**src/design/fpps_pkg.sv**
```systemverilog
// Behaviour
// - data registers hold extended values only; outside operands are widened first
// - reset or null restore loads every data register with positive quiet nan
// - control register bits 31 to 16 read zero and ignore writes
// - reset or null restore clears the control register to all zeros
// - each trap-enable bit gates the trap of one exception class
// - rounding mode: 00 nearest, 01 toward zero, 10 minus inf, 11 plus inf
// - precision: 00 extended, 01 single, 10 double, 11 undefined
// - single rounds mantissa at 24 bits, double at 64 bits
// - status register fully read/write; reset or null restore clears it
// - conditions are only trusted when produced by a float instruction
// - arithmetic and move-in update negative, zero, infinity, nan flags; other moves leave them
// - quotient byte keeps sign and seven low bits until the next quotient result or a status write replaces it
// - exception byte cleared at start of exception-capable operations only
// - most operations, not moves, or an exception summary into the accrued byte
// - accrued terms: invalid, overflow, underflow, divide, inexact combinations
// - accrued byte cleared only by status write, reset or null restore
// - writing accrued bits never raises nor suppresses an exception
// - trap-capable instructions load their address into the address register first
// - control moves that do not write the address register, and multiple moves, leave the address register unchanged
// - reset or null restore clears the address register
package fpps_pkg;

  // ----------------------------------------------------------------
  // widths and reset values
  // ----------------------------------------------------------------
  localparam int EXT_W = 80;
  localparam int NUM_DREGS = 8;
  localparam logic [EXT_W-1:0] QNAN_POS = 80'h7fff_ffff_ffff_ffff_ffff;
  localparam logic [15:0] CTRL_RESET = 16'h0000;
  localparam logic [31:0] STAT_RESET = 32'h0000_0000;
  localparam logic [31:0] IADDR_RESET = 32'h0000_0000;

  // ----------------------------------------------------------------
  // control layout: [15:8] trap enables, [7:6] precision, [5:4] mode
  // ----------------------------------------------------------------
  // field layout fixed here
  localparam int CTRL_EN_LSB = 8;
  localparam int CTRL_ROUNDING_PRECISION_FIELD_LSB = 6;
  localparam int CTRL_MODE_LSB = 4;
  localparam logic [7:0] CTRL_MODE_MASK = 8'hf0;

  // exception and enable byte bit positions
  localparam int EXC_BSUN = 7;
  localparam int EXC_SIGNALING_NAN_FLAG = 6;
  localparam int EXC_OPERAND_ERROR_FLAG = 5;
  localparam int EXC_OVERFLOW_FLAG = 4;
  localparam int EXC_UNDERFLOW_FLAG = 3;
  localparam int EXC_DZ = 2;
  localparam int EXC_SECOND_INEXACT_FLAG = 1;
  localparam int EXC_FIRST_INEXACT_FLAG = 0;
  // accrued byte bit positions, bits 2:0 unused
  localparam int ACCRUED_EXCEPTION_BYTE_IOP = 7;
  localparam int ACCRUED_EXCEPTION_BYTE_OVERFLOW_FLAG = 6;
  localparam int ACCRUED_EXCEPTION_BYTE_UNDERFLOW_FLAG = 5;
  localparam int ACCRUED_EXCEPTION_BYTE_DZ = 4;
  localparam int ACCRUED_EXCEPTION_BYTE_ACCRUED_INEXACT = 3;
  // condition byte bit positions
  localparam int CC_N = 3;
  localparam int CC_Z = 2;
  localparam int CC_I = 1;
  localparam int CC_NAN = 0;

  // mantissa rounding boundaries
  localparam logic [6:0] RB_EXT = 7'h40;
  localparam logic [6:0] RB_SGL = 7'h18;
  localparam logic [6:0] RB_DBL = 7'h40;

  // exponent rebiasing into extended format
  localparam logic [14:0] EXP_MAX = 15'h7fff;
  localparam logic [14:0] SGL_REBIAS = 15'h3f80;
  localparam logic [14:0] SGL_DENORM_EXP = 15'h3f81;
  localparam logic [14:0] DBL_REBIAS = 15'h3c00;
  localparam logic [14:0] DBL_DENORM_EXP = 15'h3c01;

  // ----------------------------------------------------------------
  // enumerations
  // ----------------------------------------------------------------
  typedef enum logic [1:0] {
    round_nearest = 2'b00,
    round_toward_zero = 2'b01,
    round_toward_minus_inf = 2'b10,
    round_toward_plus_inf = 2'b11
  } fpps_rmode_t;

  typedef enum logic [1:0] {
    rounding_precision_field_extended = 2'b00,
    rounding_precision_field_single = 2'b01,
    rounding_precision_field_double = 2'b10,
    rounding_precision_field_undefined = 2'b11
  } fpps_rounding_precision_field_t;

  typedef enum logic [1:0] {
    sel_control = 2'b00,
    sel_status = 2'b01,
    sel_iaddr = 2'b10,
    sel_none = 2'b11
  } fpps_csel_t;

  typedef enum logic [1:0] {
    op_arith = 2'b00,
    op_move_in = 2'b01,
    op_move_out = 2'b10,
    op_move_multiple = 2'b11
  } fpps_op_t;

  typedef enum logic [1:0] {
    fmt_extended = 2'b00,
    fmt_single = 2'b01,
    fmt_double = 2'b10,
    fmt_reserved = 2'b11
  } fpps_fmt_t;

  // ----------------------------------------------------------------
  // carriers
  // ----------------------------------------------------------------
  typedef struct packed {
    logic [7:0] cc;
    logic [7:0] quot;
    logic [7:0] exception_status_byte;
    logic [7:0] accrued_exception_byte;
  } fpps_status_t;

  typedef struct packed {
    logic wr;
    logic rd;
    fpps_csel_t sel;
    logic [31:0] wdata;
  } fpps_creg_req_t;

  typedef struct packed {
    logic start;
    fpps_op_t kind;
    logic [31:0] addr;
  } fpps_op_start_t;

  typedef struct packed {
    logic done;
    fpps_op_t kind;
    logic wr_dest;
    logic [2:0] dest;
    fpps_fmt_t fmt;
    logic [EXT_W-1:0] value;
    logic [7:0] exception_status_byte;
    logic quot_valid;
    logic [7:0] quot;
  } fpps_op_done_t;

  // ----------------------------------------------------------------
  // shared helpers
  // ----------------------------------------------------------------
  function automatic logic trap_capable(input fpps_op_t k);
    trap_capable = (k != op_move_multiple);
  endfunction

  function automatic logic [7:0] cond_flags(input logic [EXT_W-1:0] v);
    logic [14:0] e;
    logic [62:0] f;
    e = v[78:64];
    f = v[62:0];
    cond_flags = 8'h00;
    cond_flags[CC_N] = v[79];
    cond_flags[CC_Z] = (e == 15'h0000) && (v[63:0] == 64'h0);
    cond_flags[CC_I] = (e == EXP_MAX) && (f == 63'h0);
    cond_flags[CC_NAN] = (e == EXP_MAX) && (f != 63'h0);
  endfunction

endpackage

```
**src/design/fpps_accrue.sv**
```systemverilog
`timescale 1ns/10ps
module fpps_accrue
  import fpps_pkg::*;
(
  input wire logic [7:0] old_accrued_exception_byte,
  input wire logic [7:0] exception_status_byte,
  output logic [7:0] new_accrued_exception_byte
);
  import fpps_pkg::*;

  always_comb
  begin
    new_accrued_exception_byte = old_accrued_exception_byte;
    new_accrued_exception_byte[ACCRUED_EXCEPTION_BYTE_IOP] = old_accrued_exception_byte[ACCRUED_EXCEPTION_BYTE_IOP] | exception_status_byte[EXC_SIGNALING_NAN_FLAG] | exception_status_byte[EXC_OPERAND_ERROR_FLAG];
    new_accrued_exception_byte[ACCRUED_EXCEPTION_BYTE_OVERFLOW_FLAG] = old_accrued_exception_byte[ACCRUED_EXCEPTION_BYTE_OVERFLOW_FLAG] | exception_status_byte[EXC_OVERFLOW_FLAG];
    new_accrued_exception_byte[ACCRUED_EXCEPTION_BYTE_UNDERFLOW_FLAG] = old_accrued_exception_byte[ACCRUED_EXCEPTION_BYTE_UNDERFLOW_FLAG] | (exception_status_byte[EXC_UNDERFLOW_FLAG] & exception_status_byte[EXC_SECOND_INEXACT_FLAG]);
    new_accrued_exception_byte[ACCRUED_EXCEPTION_BYTE_DZ] = old_accrued_exception_byte[ACCRUED_EXCEPTION_BYTE_DZ] | exception_status_byte[EXC_DZ];
    new_accrued_exception_byte[ACCRUED_EXCEPTION_BYTE_ACCRUED_INEXACT] = old_accrued_exception_byte[ACCRUED_EXCEPTION_BYTE_ACCRUED_INEXACT] | exception_status_byte[EXC_FIRST_INEXACT_FLAG] | exception_status_byte[EXC_SECOND_INEXACT_FLAG] | exception_status_byte[EXC_OVERFLOW_FLAG];
  end

endmodule

```
**src/design/fpps_state.sv**
```systemverilog
`timescale 1ns/10ps
module fpps_state
  import fpps_pkg::*;
(
  input wire logic clk,
  input wire logic rstn,
  input wire logic null_restore,
  input fpps_pkg::fpps_creg_req_t creg_req,
  input fpps_pkg::fpps_op_start_t op_start,
  input fpps_pkg::fpps_op_done_t op_done,
  input wire logic dreg_rd,
  input wire logic [2:0] dreg_rd_idx,
  output logic [31:0] creg_rdata,
  output logic creg_rvalid,
  output logic [79:0] dreg_rdata,
  output logic dreg_rvalid,
  output logic [7:0] trap_enable,
  output fpps_pkg::fpps_rmode_t round_mode,
  output fpps_pkg::fpps_rounding_precision_field_t round_rounding_precision_field,
  output logic [6:0] mant_round_bits,
  output logic [7:0] cond_flags_out
);
  import fpps_pkg::*;

  // ----------------------------------------------------------------
  // state
  // ----------------------------------------------------------------
  logic [EXT_W-1:0] dregs [NUM_DREGS];
  logic [EXT_W-1:0] next_dregs [NUM_DREGS];
  logic [15:0] ctrl;
  logic [15:0] next_ctrl;
  fpps_status_t status;
  fpps_status_t next_status;
  logic [31:0] iaddr;
  logic [31:0] next_iaddr;
  logic [6:0] next_round_bits;
  logic [31:0] next_creg_rdata;
  logic next_creg_rvalid;
  logic [79:0] next_dreg_rdata;
  logic next_dreg_rvalid;
  logic [7:0] accrued;
  logic [EXT_W-1:0] widened;

  // ----------------------------------------------------------------
  // operand widening
  // ----------------------------------------------------------------
  function automatic logic [EXT_W-1:0] to_extended(input fpps_fmt_t fmt, input logic [EXT_W-1:0] raw);
    logic [7:0] se;
    logic [10:0] de;
    to_extended = raw;
    se = raw[30:23];
    de = raw[62:52];
    case (fmt)
      fmt_single:
      begin
        if (se == 8'h00 && raw[22:0] == 23'h0)
          to_extended = {raw[31], 15'h0000, 64'h0};
        else if (se == 8'hff)
          to_extended = {raw[31], EXP_MAX, 1'b0, raw[22:0], 40'h0};
        else if (se == 8'h00)
          to_extended = {raw[31], SGL_DENORM_EXP, 1'b0, raw[22:0], 40'h0};
        else
          to_extended = {raw[31], 15'({7'h00, se} + SGL_REBIAS), 1'b1, raw[22:0], 40'h0};
      end
      fmt_double:
      begin
        if (de == 11'h000 && raw[51:0] == 52'h0)
          to_extended = {raw[63], 15'h0000, 64'h0};
        else if (de == 11'h7ff)
          to_extended = {raw[63], EXP_MAX, 1'b0, raw[51:0], 11'h000};
        else if (de == 11'h000)
          to_extended = {raw[63], DBL_DENORM_EXP, 1'b0, raw[51:0], 11'h000};
        else
          to_extended = {raw[63], 15'({4'h0, de} + DBL_REBIAS), 1'b1, raw[51:0], 11'h000};
      end
      default:
        to_extended = raw;
    endcase
  endfunction

  assign widened = to_extended(op_done.fmt, op_done.value);

  // the accrual sees the exception byte of the finishing operation
  fpps_accrue u_accrue (
    .old_accrued_exception_byte(status.accrued_exception_byte),
    .exception_status_byte(op_done.exception_status_byte),
    .new_accrued_exception_byte(accrued)
  );

  // ----------------------------------------------------------------
  // data registers
  // ----------------------------------------------------------------
  always_comb
  begin
    for (int i = 0; i < NUM_DREGS; i++)
      next_dregs[i] = dregs[i];
    if (null_restore)
    begin
      for (int i = 0; i < NUM_DREGS; i++)
        next_dregs[i] = QNAN_POS;
    end
    else if (op_done.done && op_done.wr_dest && op_done.kind != op_move_out)
      next_dregs[op_done.dest] = widened;
  end

  always_ff @(posedge clk or negedge rstn)
  begin
    if (!rstn)
    begin
      for (int i = 0; i < NUM_DREGS; i++)
        dregs[i] <= QNAN_POS;
    end
    else
    begin
      for (int i = 0; i < NUM_DREGS; i++)
        dregs[i] <= next_dregs[i];
    end
  end

  // ----------------------------------------------------------------
  // control, status and address registers
  // ----------------------------------------------------------------
  always_comb
  begin
    next_ctrl = ctrl;
    next_status = status;
    next_iaddr = iaddr;
    // software moves first; hardware events below win in the same cycle, except accrued bits, where a status write's byte is ORed in
    if (creg_req.wr)
    begin
      case (creg_req.sel)
        sel_control: next_ctrl = {creg_req.wdata[15:8], creg_req.wdata[7:0] & CTRL_MODE_MASK};
        // direct writes may leave conditions untrusted
        sel_status: next_status = creg_req.wdata;
        sel_iaddr: next_iaddr = creg_req.wdata;
        default: next_ctrl = ctrl;
      endcase
    end
    if (op_start.start && trap_capable(op_start.kind))
    begin
      next_iaddr = op_start.addr;
      next_status.exception_status_byte = 8'h00;
    end
    if (op_done.done && trap_capable(op_done.kind))
    begin
      next_status.exception_status_byte = op_done.exception_status_byte;
      // quotient replaced only by a quotient result
      if (op_done.quot_valid)
        next_status.quot = op_done.quot;
      if (op_done.kind != op_move_out)
        next_status.cc = cond_flags(widened);
      if (op_done.kind == op_arith)
        next_status.accrued_exception_byte = creg_req.wr && creg_req.sel == sel_status ? (accrued | creg_req.wdata[7:0]) : accrued;
    end
    if (null_restore)
    begin
      next_ctrl = CTRL_RESET;
      next_status = STAT_RESET;
      next_iaddr = IADDR_RESET;
    end
  end

  always_comb
  begin
    case (fpps_rounding_precision_field_t'(next_ctrl[CTRL_ROUNDING_PRECISION_FIELD_LSB +: 2]))
      rounding_precision_field_single: next_round_bits = RB_SGL;
      rounding_precision_field_double: next_round_bits = RB_DBL;
      default: next_round_bits = RB_EXT;
    endcase
  end

  always_ff @(posedge clk or negedge rstn)
  begin
    if (!rstn)
    begin
      ctrl <= CTRL_RESET;
      status <= STAT_RESET;
      iaddr <= IADDR_RESET;
      mant_round_bits <= RB_EXT;
    end
    else
    begin
      ctrl <= next_ctrl;
      status <= next_status;
      iaddr <= next_iaddr;
      mant_round_bits <= next_round_bits;
    end
  end

  // enables straight from the control byte
  // accrued bits never reach the trap enables
  assign trap_enable = ctrl[CTRL_EN_LSB +: 8];
  assign round_mode = fpps_rmode_t'(ctrl[CTRL_MODE_LSB +: 2]);
  assign round_rounding_precision_field = fpps_rounding_precision_field_t'(ctrl[CTRL_ROUNDING_PRECISION_FIELD_LSB +: 2]);
  assign cond_flags_out = status.cc;

  // ----------------------------------------------------------------
  // read port
  // ----------------------------------------------------------------
  always_comb
  begin
    next_creg_rdata = creg_rdata;
    next_creg_rvalid = creg_req.rd;
    next_dreg_rdata = dreg_rdata;
    next_dreg_rvalid = dreg_rd;
    // reads return pre-update contents; they never disturb the address register
    // register reads leave address intact
    if (creg_req.rd)
    begin
      case (creg_req.sel)
        sel_control: next_creg_rdata = {16'h0000, ctrl};
        sel_status: next_creg_rdata = status;
        sel_iaddr: next_creg_rdata = iaddr;
        default: next_creg_rdata = 32'h0000_0000;
      endcase
    end
    if (dreg_rd)
      next_dreg_rdata = dregs[dreg_rd_idx];
  end

  always_ff @(posedge clk or negedge rstn)
  begin
    if (!rstn)
    begin
      creg_rdata <= 32'h0000_0000;
      creg_rvalid <= 1'b0;
      dreg_rdata <= QNAN_POS;
      dreg_rvalid <= 1'b0;
    end
    else
    begin
      creg_rdata <= next_creg_rdata;
      creg_rvalid <= next_creg_rvalid;
      dreg_rdata <= next_dreg_rdata;
      dreg_rvalid <= next_dreg_rvalid;
    end
  end

  logic all_nan;
  always_comb
  begin
    all_nan = 1'b1;
    for (int i = 0; i < NUM_DREGS; i++)
      all_nan = all_nan & (dregs[i] == QNAN_POS);
  end
endmodule

```
**config.mk**
```make
export PLATFORM = sky130hd
export DESIGN_NAME = fpps_state
export DESIGN_NICKNAME = d
export VERILOG_FILES = /design/src/design/fpps_pkg.sv /design/src/design/fpps_accrue.sv /design/src/design/fpps_state.sv
export SDC_FILE = /design/constraint.sdc
export NUM_CORES = 2
export LEC_CHECK = 0
export BUFFER_PORTS_ARGS = -buffer_cell sky130_fd_sc_hd__buf_2
export CORE_ASPECT_RATIO = 1.75
export CORE_MARGIN = 5
export CORE_UTILIZATION = 40
export DETAILED_ROUTE_END_ITERATION = 7
export PLACE_DENSITY_LB_ADDON = 0.1
export RECOVER_POWER = 25
export SYNTH_ARGS = -nofsm -noshare
export SYNTH_HDL_FRONTEND = slang
export SYNTH_SLANG_ARGS = --single-unit
```
**constraint.sdc**
```tcl
create_clock -name clk -period 1.3 [get_ports clk]
set_clock_uncertainty 0.1 [all_clocks]
set_input_delay 0.195 -clock clk [delete_from_list [all_inputs] [get_ports clk]]
set_output_delay 0.195 -clock clk [all_outputs]
set_load 0.01 [all_outputs]
```
==> run summary <==
The number of enable-type register cells in the synthesized netlist came out at 0. The category of the most critical setup path is reg -> out. The first global-routing pass estimated 207 mm of wire. The portion of the clock cycle consumed by the worst path in the final layout came out at 132%.

The maximum net fanout on the critical path came out at 2. The checks that failed: hold timing, setup timing. Clock tree synthesis selected as its root buffer the cell clkbuf_16. The share of async-settable or async-resettable flops after synthesis is 100%. The transition at the pin with the smallest max-transition slack is 0.789 ns. The instance area after placement came out at 46700 µm². The number of antenna violations at the first check in global routing is 5.

The half-perimeter wire length after detailed placement came out at ~93 mm. The x dimension of the die is 246 µm. The aggregate routed wire length came out at 134 mm. The number of global-route vias before repair was 32803. The synthesis-to-finish area growth is 36.1%.

The routability congestion estimate from global placement came out at ~0.9. For this run, the number of standard cells in the final layout without fillers is around 5600. The number of clock sinks seen by CTS is 832. The largest buffer count on any clock path came out at 3. The power per cell area is around 1200 nW/µm².

For this configuration, the core starts out at a cell density of 40.2%. With fillers left out, the area of the finished cells amounts to 53100 µm². Setup repair after global routing could not meet its margin everywhere.

At the placement stage, the worst setup path has a slack of -1.15 ns. Setup violations remaining at the end of the flow were counted as 841. The static power due to leakage is between 20 and 25 nW. The most used flip-flop cell after synthesis is dfstp_2. The clock-pin slew reported for the worst setup and hold paths after clock tree synthesis came out at 0.06 ns.

The maximum number of pins on one net before global-route repair is 70. The area of the die is between 100000 and 150000 µm². The endpoint kind of the worst setup timing path is an output port. Static timing analysis puts the maximum clock frequency at 0.582 GHz. The delay of the slowest cell on the worst path is 0.49 ns.

The worst endpoint required time is 1.00 ns. The count of pins on the block boundary is between 300 and 400. The ratio of cells with drive above 1 in the final layout came out at about 50%.

The number of DRC violations after detailed-routing iteration 0 came out at 2003. The final-report hold violation count came out at 28. The cell count after synthesis came out at around 3500. The clock reaches the later pin of the worst-skew pair after 0.67 ns. The H-tree generated during clock tree synthesis spans 3 levels. The post-route DRC violation count came out at 0. The normalized max-slew margin came out at 47.4%.

The critical path goes through buf_6 > buf_6. The worst setup path is launched from a flip-flop. Setup slack on the critical path of the routed design comes to -0.418 ns. The total overflow reported by the global router came out at 0.

The quantity of I/O buffers inserted on ports is 320. In this run the remaining antenna-violating nets after routing total 0. The cell area after technology mapping came out at 39000 µm². The max-cap check violation count came out at 0. The critical path's slowest cell is dfrtp_2. TritonCTS built the clock tree. The die is 423 µm tall. The detailed-route vias per instance came out at roughly 5.6.

Row generation in the floorplan step produced 151 rows. The core area is 96900 µm². After clock tree synthesis, the flow added hold-fix buffers numbering 119.

The cell repeated most along the worst path is buf_6. The post-route minimum period came out at 1.72 ns. The routed wire length per instance came out at 23.9 µm. The first detailed-routing pass ran for 7 iterations. The arrival time reported for the critical path endpoint is around 1.4 ns. The path class of the tightest hold or removal check is in -> reg. The run finished, with violations left. Hold timing on the final database bottoms out at a slack of -0.0753 ns. A synthesized cell averages between 10 and 15 µm². The count of cell types in the netlist is 70.

The aggregate global-route resource usage is about a quarter. The largest vdd supply drop is 0.949 mV. The total via count after detailed routing came out at 31299. The number of pins exceeding their max-slew limit in the final report came out at 0.

The number of nets at the end of the flow came out at 4438. The total instance count after detailed placement is ~5300. Clock tree synthesis inserted a total of 83 buffers.

The register area share after synthesis came out at a little under three fifths. Synthesis inferred 832 register bits. The Yosys warning count is 0.
## where the power goes
part           total [mW]  switching (mW)  leakage (nW)  internal [mW]
combinational        9.11            5.15          12.6           3.96
clock                24.8            10.6          1.38           14.1
sequential           27.4           0.393          9.06           27.0
total                61.2            16.2          23.1           45.1
## what timing repair did
action                                 4_1_cts  5_1_grt
cloned                                       5        2
endpoints found under the hold margin     1062       28
setup endpoints to repair                  543      885
pin swaps                                  138       96
setup buffers                               56       34
resized for setup                          317      111
## worst max-delay path: cells and delay by family (launching register included)
kind / cells / cell delay, ns
DFF: 1 / 0.49
buffers and inverters: 2 / 0.27
## flip-flops by register name, indices dropped and copies added (netlist names)
register	flops
cond_flags_out	8
creg_rdata	32
creg_rvalid	1
ctrl	12
dreg_rdata	80
dreg_rvalid	1
dregs	640
iaddr	32
mant_round_bits	2
status	24
## path summary, 6_finish.rpt
kind,startpoint,endpoint,slack [ns],cells after the start
max in group asynchronous,rstn,dreg_rdata[32]$_DFFE_PN1P_,-0.15,4
setup reg to reg,dregs[64]$_DFFE_PN1P_,dreg_rdata[64]$_DFFE_PN1P_,-0.20,4
setup / recovery,cond_flags_out[2]$_DFF_PN0_,cond_flags_out[2],-0.42,2
hold / removal,op_done[83],dregs[386]$_DFFE_PN1P_,-0.08,4
hold reg to reg,iaddr[19]$_DFFE_PN0P_,iaddr[19]$_DFFE_PN0P_,0.38,2
min in group asynchronous,rstn,dregs[265]$_DFFE_PN1P_,0.36,2
## cell usage after synthesis (5+ instances only)
| library cell | number | area share [%] |
|---|---|---|
| o21ai_1 | 29 | 0.37 |
| nand3_1 | 10 | 0.13 |
| a221o_1 | 29 | 0.74 |
| buf_2 | 18 | 0.23 |
| nand2_1 | 578 | 5.6 |
| a311oi_1 | 10 | 0.22 |
| inv_1 | 14 | 0.13 |
| mux4_2 | 160 | 9.2 |
| mux2i_1 | 126 | 3.2 |
| o21ai_0 | 21 | 0.27 |
| o211ai_1 | 477 | 9.2 |
| o31ai_1 | 35 | 0.67 |
| a22oi_1 | 33 | 0.64 |
| dfstp_2 | 712 | 48 |
| nor2_1 | 318 | 3.1 |
| nor3_1 | 9 | 0.12 |
| and2_1 | 5 | 0.080 |
| dfrtp_1 | 120 | 7.7 |
| nor4_1 | 16 | 0.26 |
| buf_4 | 14 | 0.27 |
| o22ai_1 | 6 | 0.096 |
| a21oi_1 | 326 | 4.2 |
| clkbuf_1 | 284 | 2.7 |
| buf_1 | 18 | 0.17 |
| nand4_1 | 11 | 0.18 |
| or4_1 | 5 | 0.096 |
| a22o_1 | 11 | 0.25 |
| and3_1 | 30 | 0.48 |
## layout by cell type, fill, tap and decap left out, types with 15 or more instances in the layout
cell | Yosys | routed
a21oi_1 | 326 | 238
a21oi_2 | 0 | 81
a221o_1 | 29 | 29
a22oi_1 | 33 | 33
and3_1 | 30 | 26
buf_12 | 0 | 122
buf_2 | 18 | 187
buf_4 | 14 | 418
buf_6 | 3 | 148
clkbuf_1 | 284 | 15
clkbuf_16 | 0 | 86
clkbuf_8 | 3 | 21
dfrtp_1 | 120 | 117
dfstp_2 | 712 | 712
dlygate4sd3_1 | 0 | 117
mux2i_1 | 126 | 90
mux2i_2 | 0 | 23
mux4_2 | 160 | 160
nand2_1 | 578 | 567
nor2_1 | 318 | 318
o211ai_1 | 477 | 477
o21ai_0 | 21 | 20
o21ai_2 | 0 | 18
o31ai_1 | 35 | 33
## metal layers
layer,vias up,part of all wire [%],track usage (%)
met2,857,51,44.3
met1,15913,42,33.5
met5,-,0,0
li1,14321,-,-
met3,208,5.0,3.18
met4,0,2.7,7.04
## cells by family after synthesis
group / share of synthesized area, %
other: 0.00961
muxes: 12.5
adders and majority gates: 0.0641
buffers and inverters: 3.79
DFF: 55.7
AOI/OAI and AO/OA: 17.6
and+or+nand+nor: 10.4
## per-stage QoR
step	setup TNS [ns]	hold slack, ns	utilization [%]	total power [mW]
after floorplan	-400.17	-0.201	-	31.1
after global placement	-544.43	0.240	48.1	35.6
after detailed placement	-552.79	0.235	48.1	35.7
after CTS	-122.58	-0.128	54.2	61.8
after global routing	-169.08	-0.0804	54.8	63.6
final	-106.23	-0.0753	54.8	61.2
## area by class of cell
type / count / area [µm²]
Antenna cell: 3 / 7.51
Clock buffer: 120 / 2450
Clock inverter: 28 / 328
Fill cell: 8417 / 43800
Inverter: 15 / 81.3
Multi-Input combinational cell: 2305 / 17200
Sequential cell: 832 / 21700
Tap cell: 1300 / 1630
Timing Repair Buffer: 1015 / 9730
Note: power is estimated with default switching activity, not from simulation.
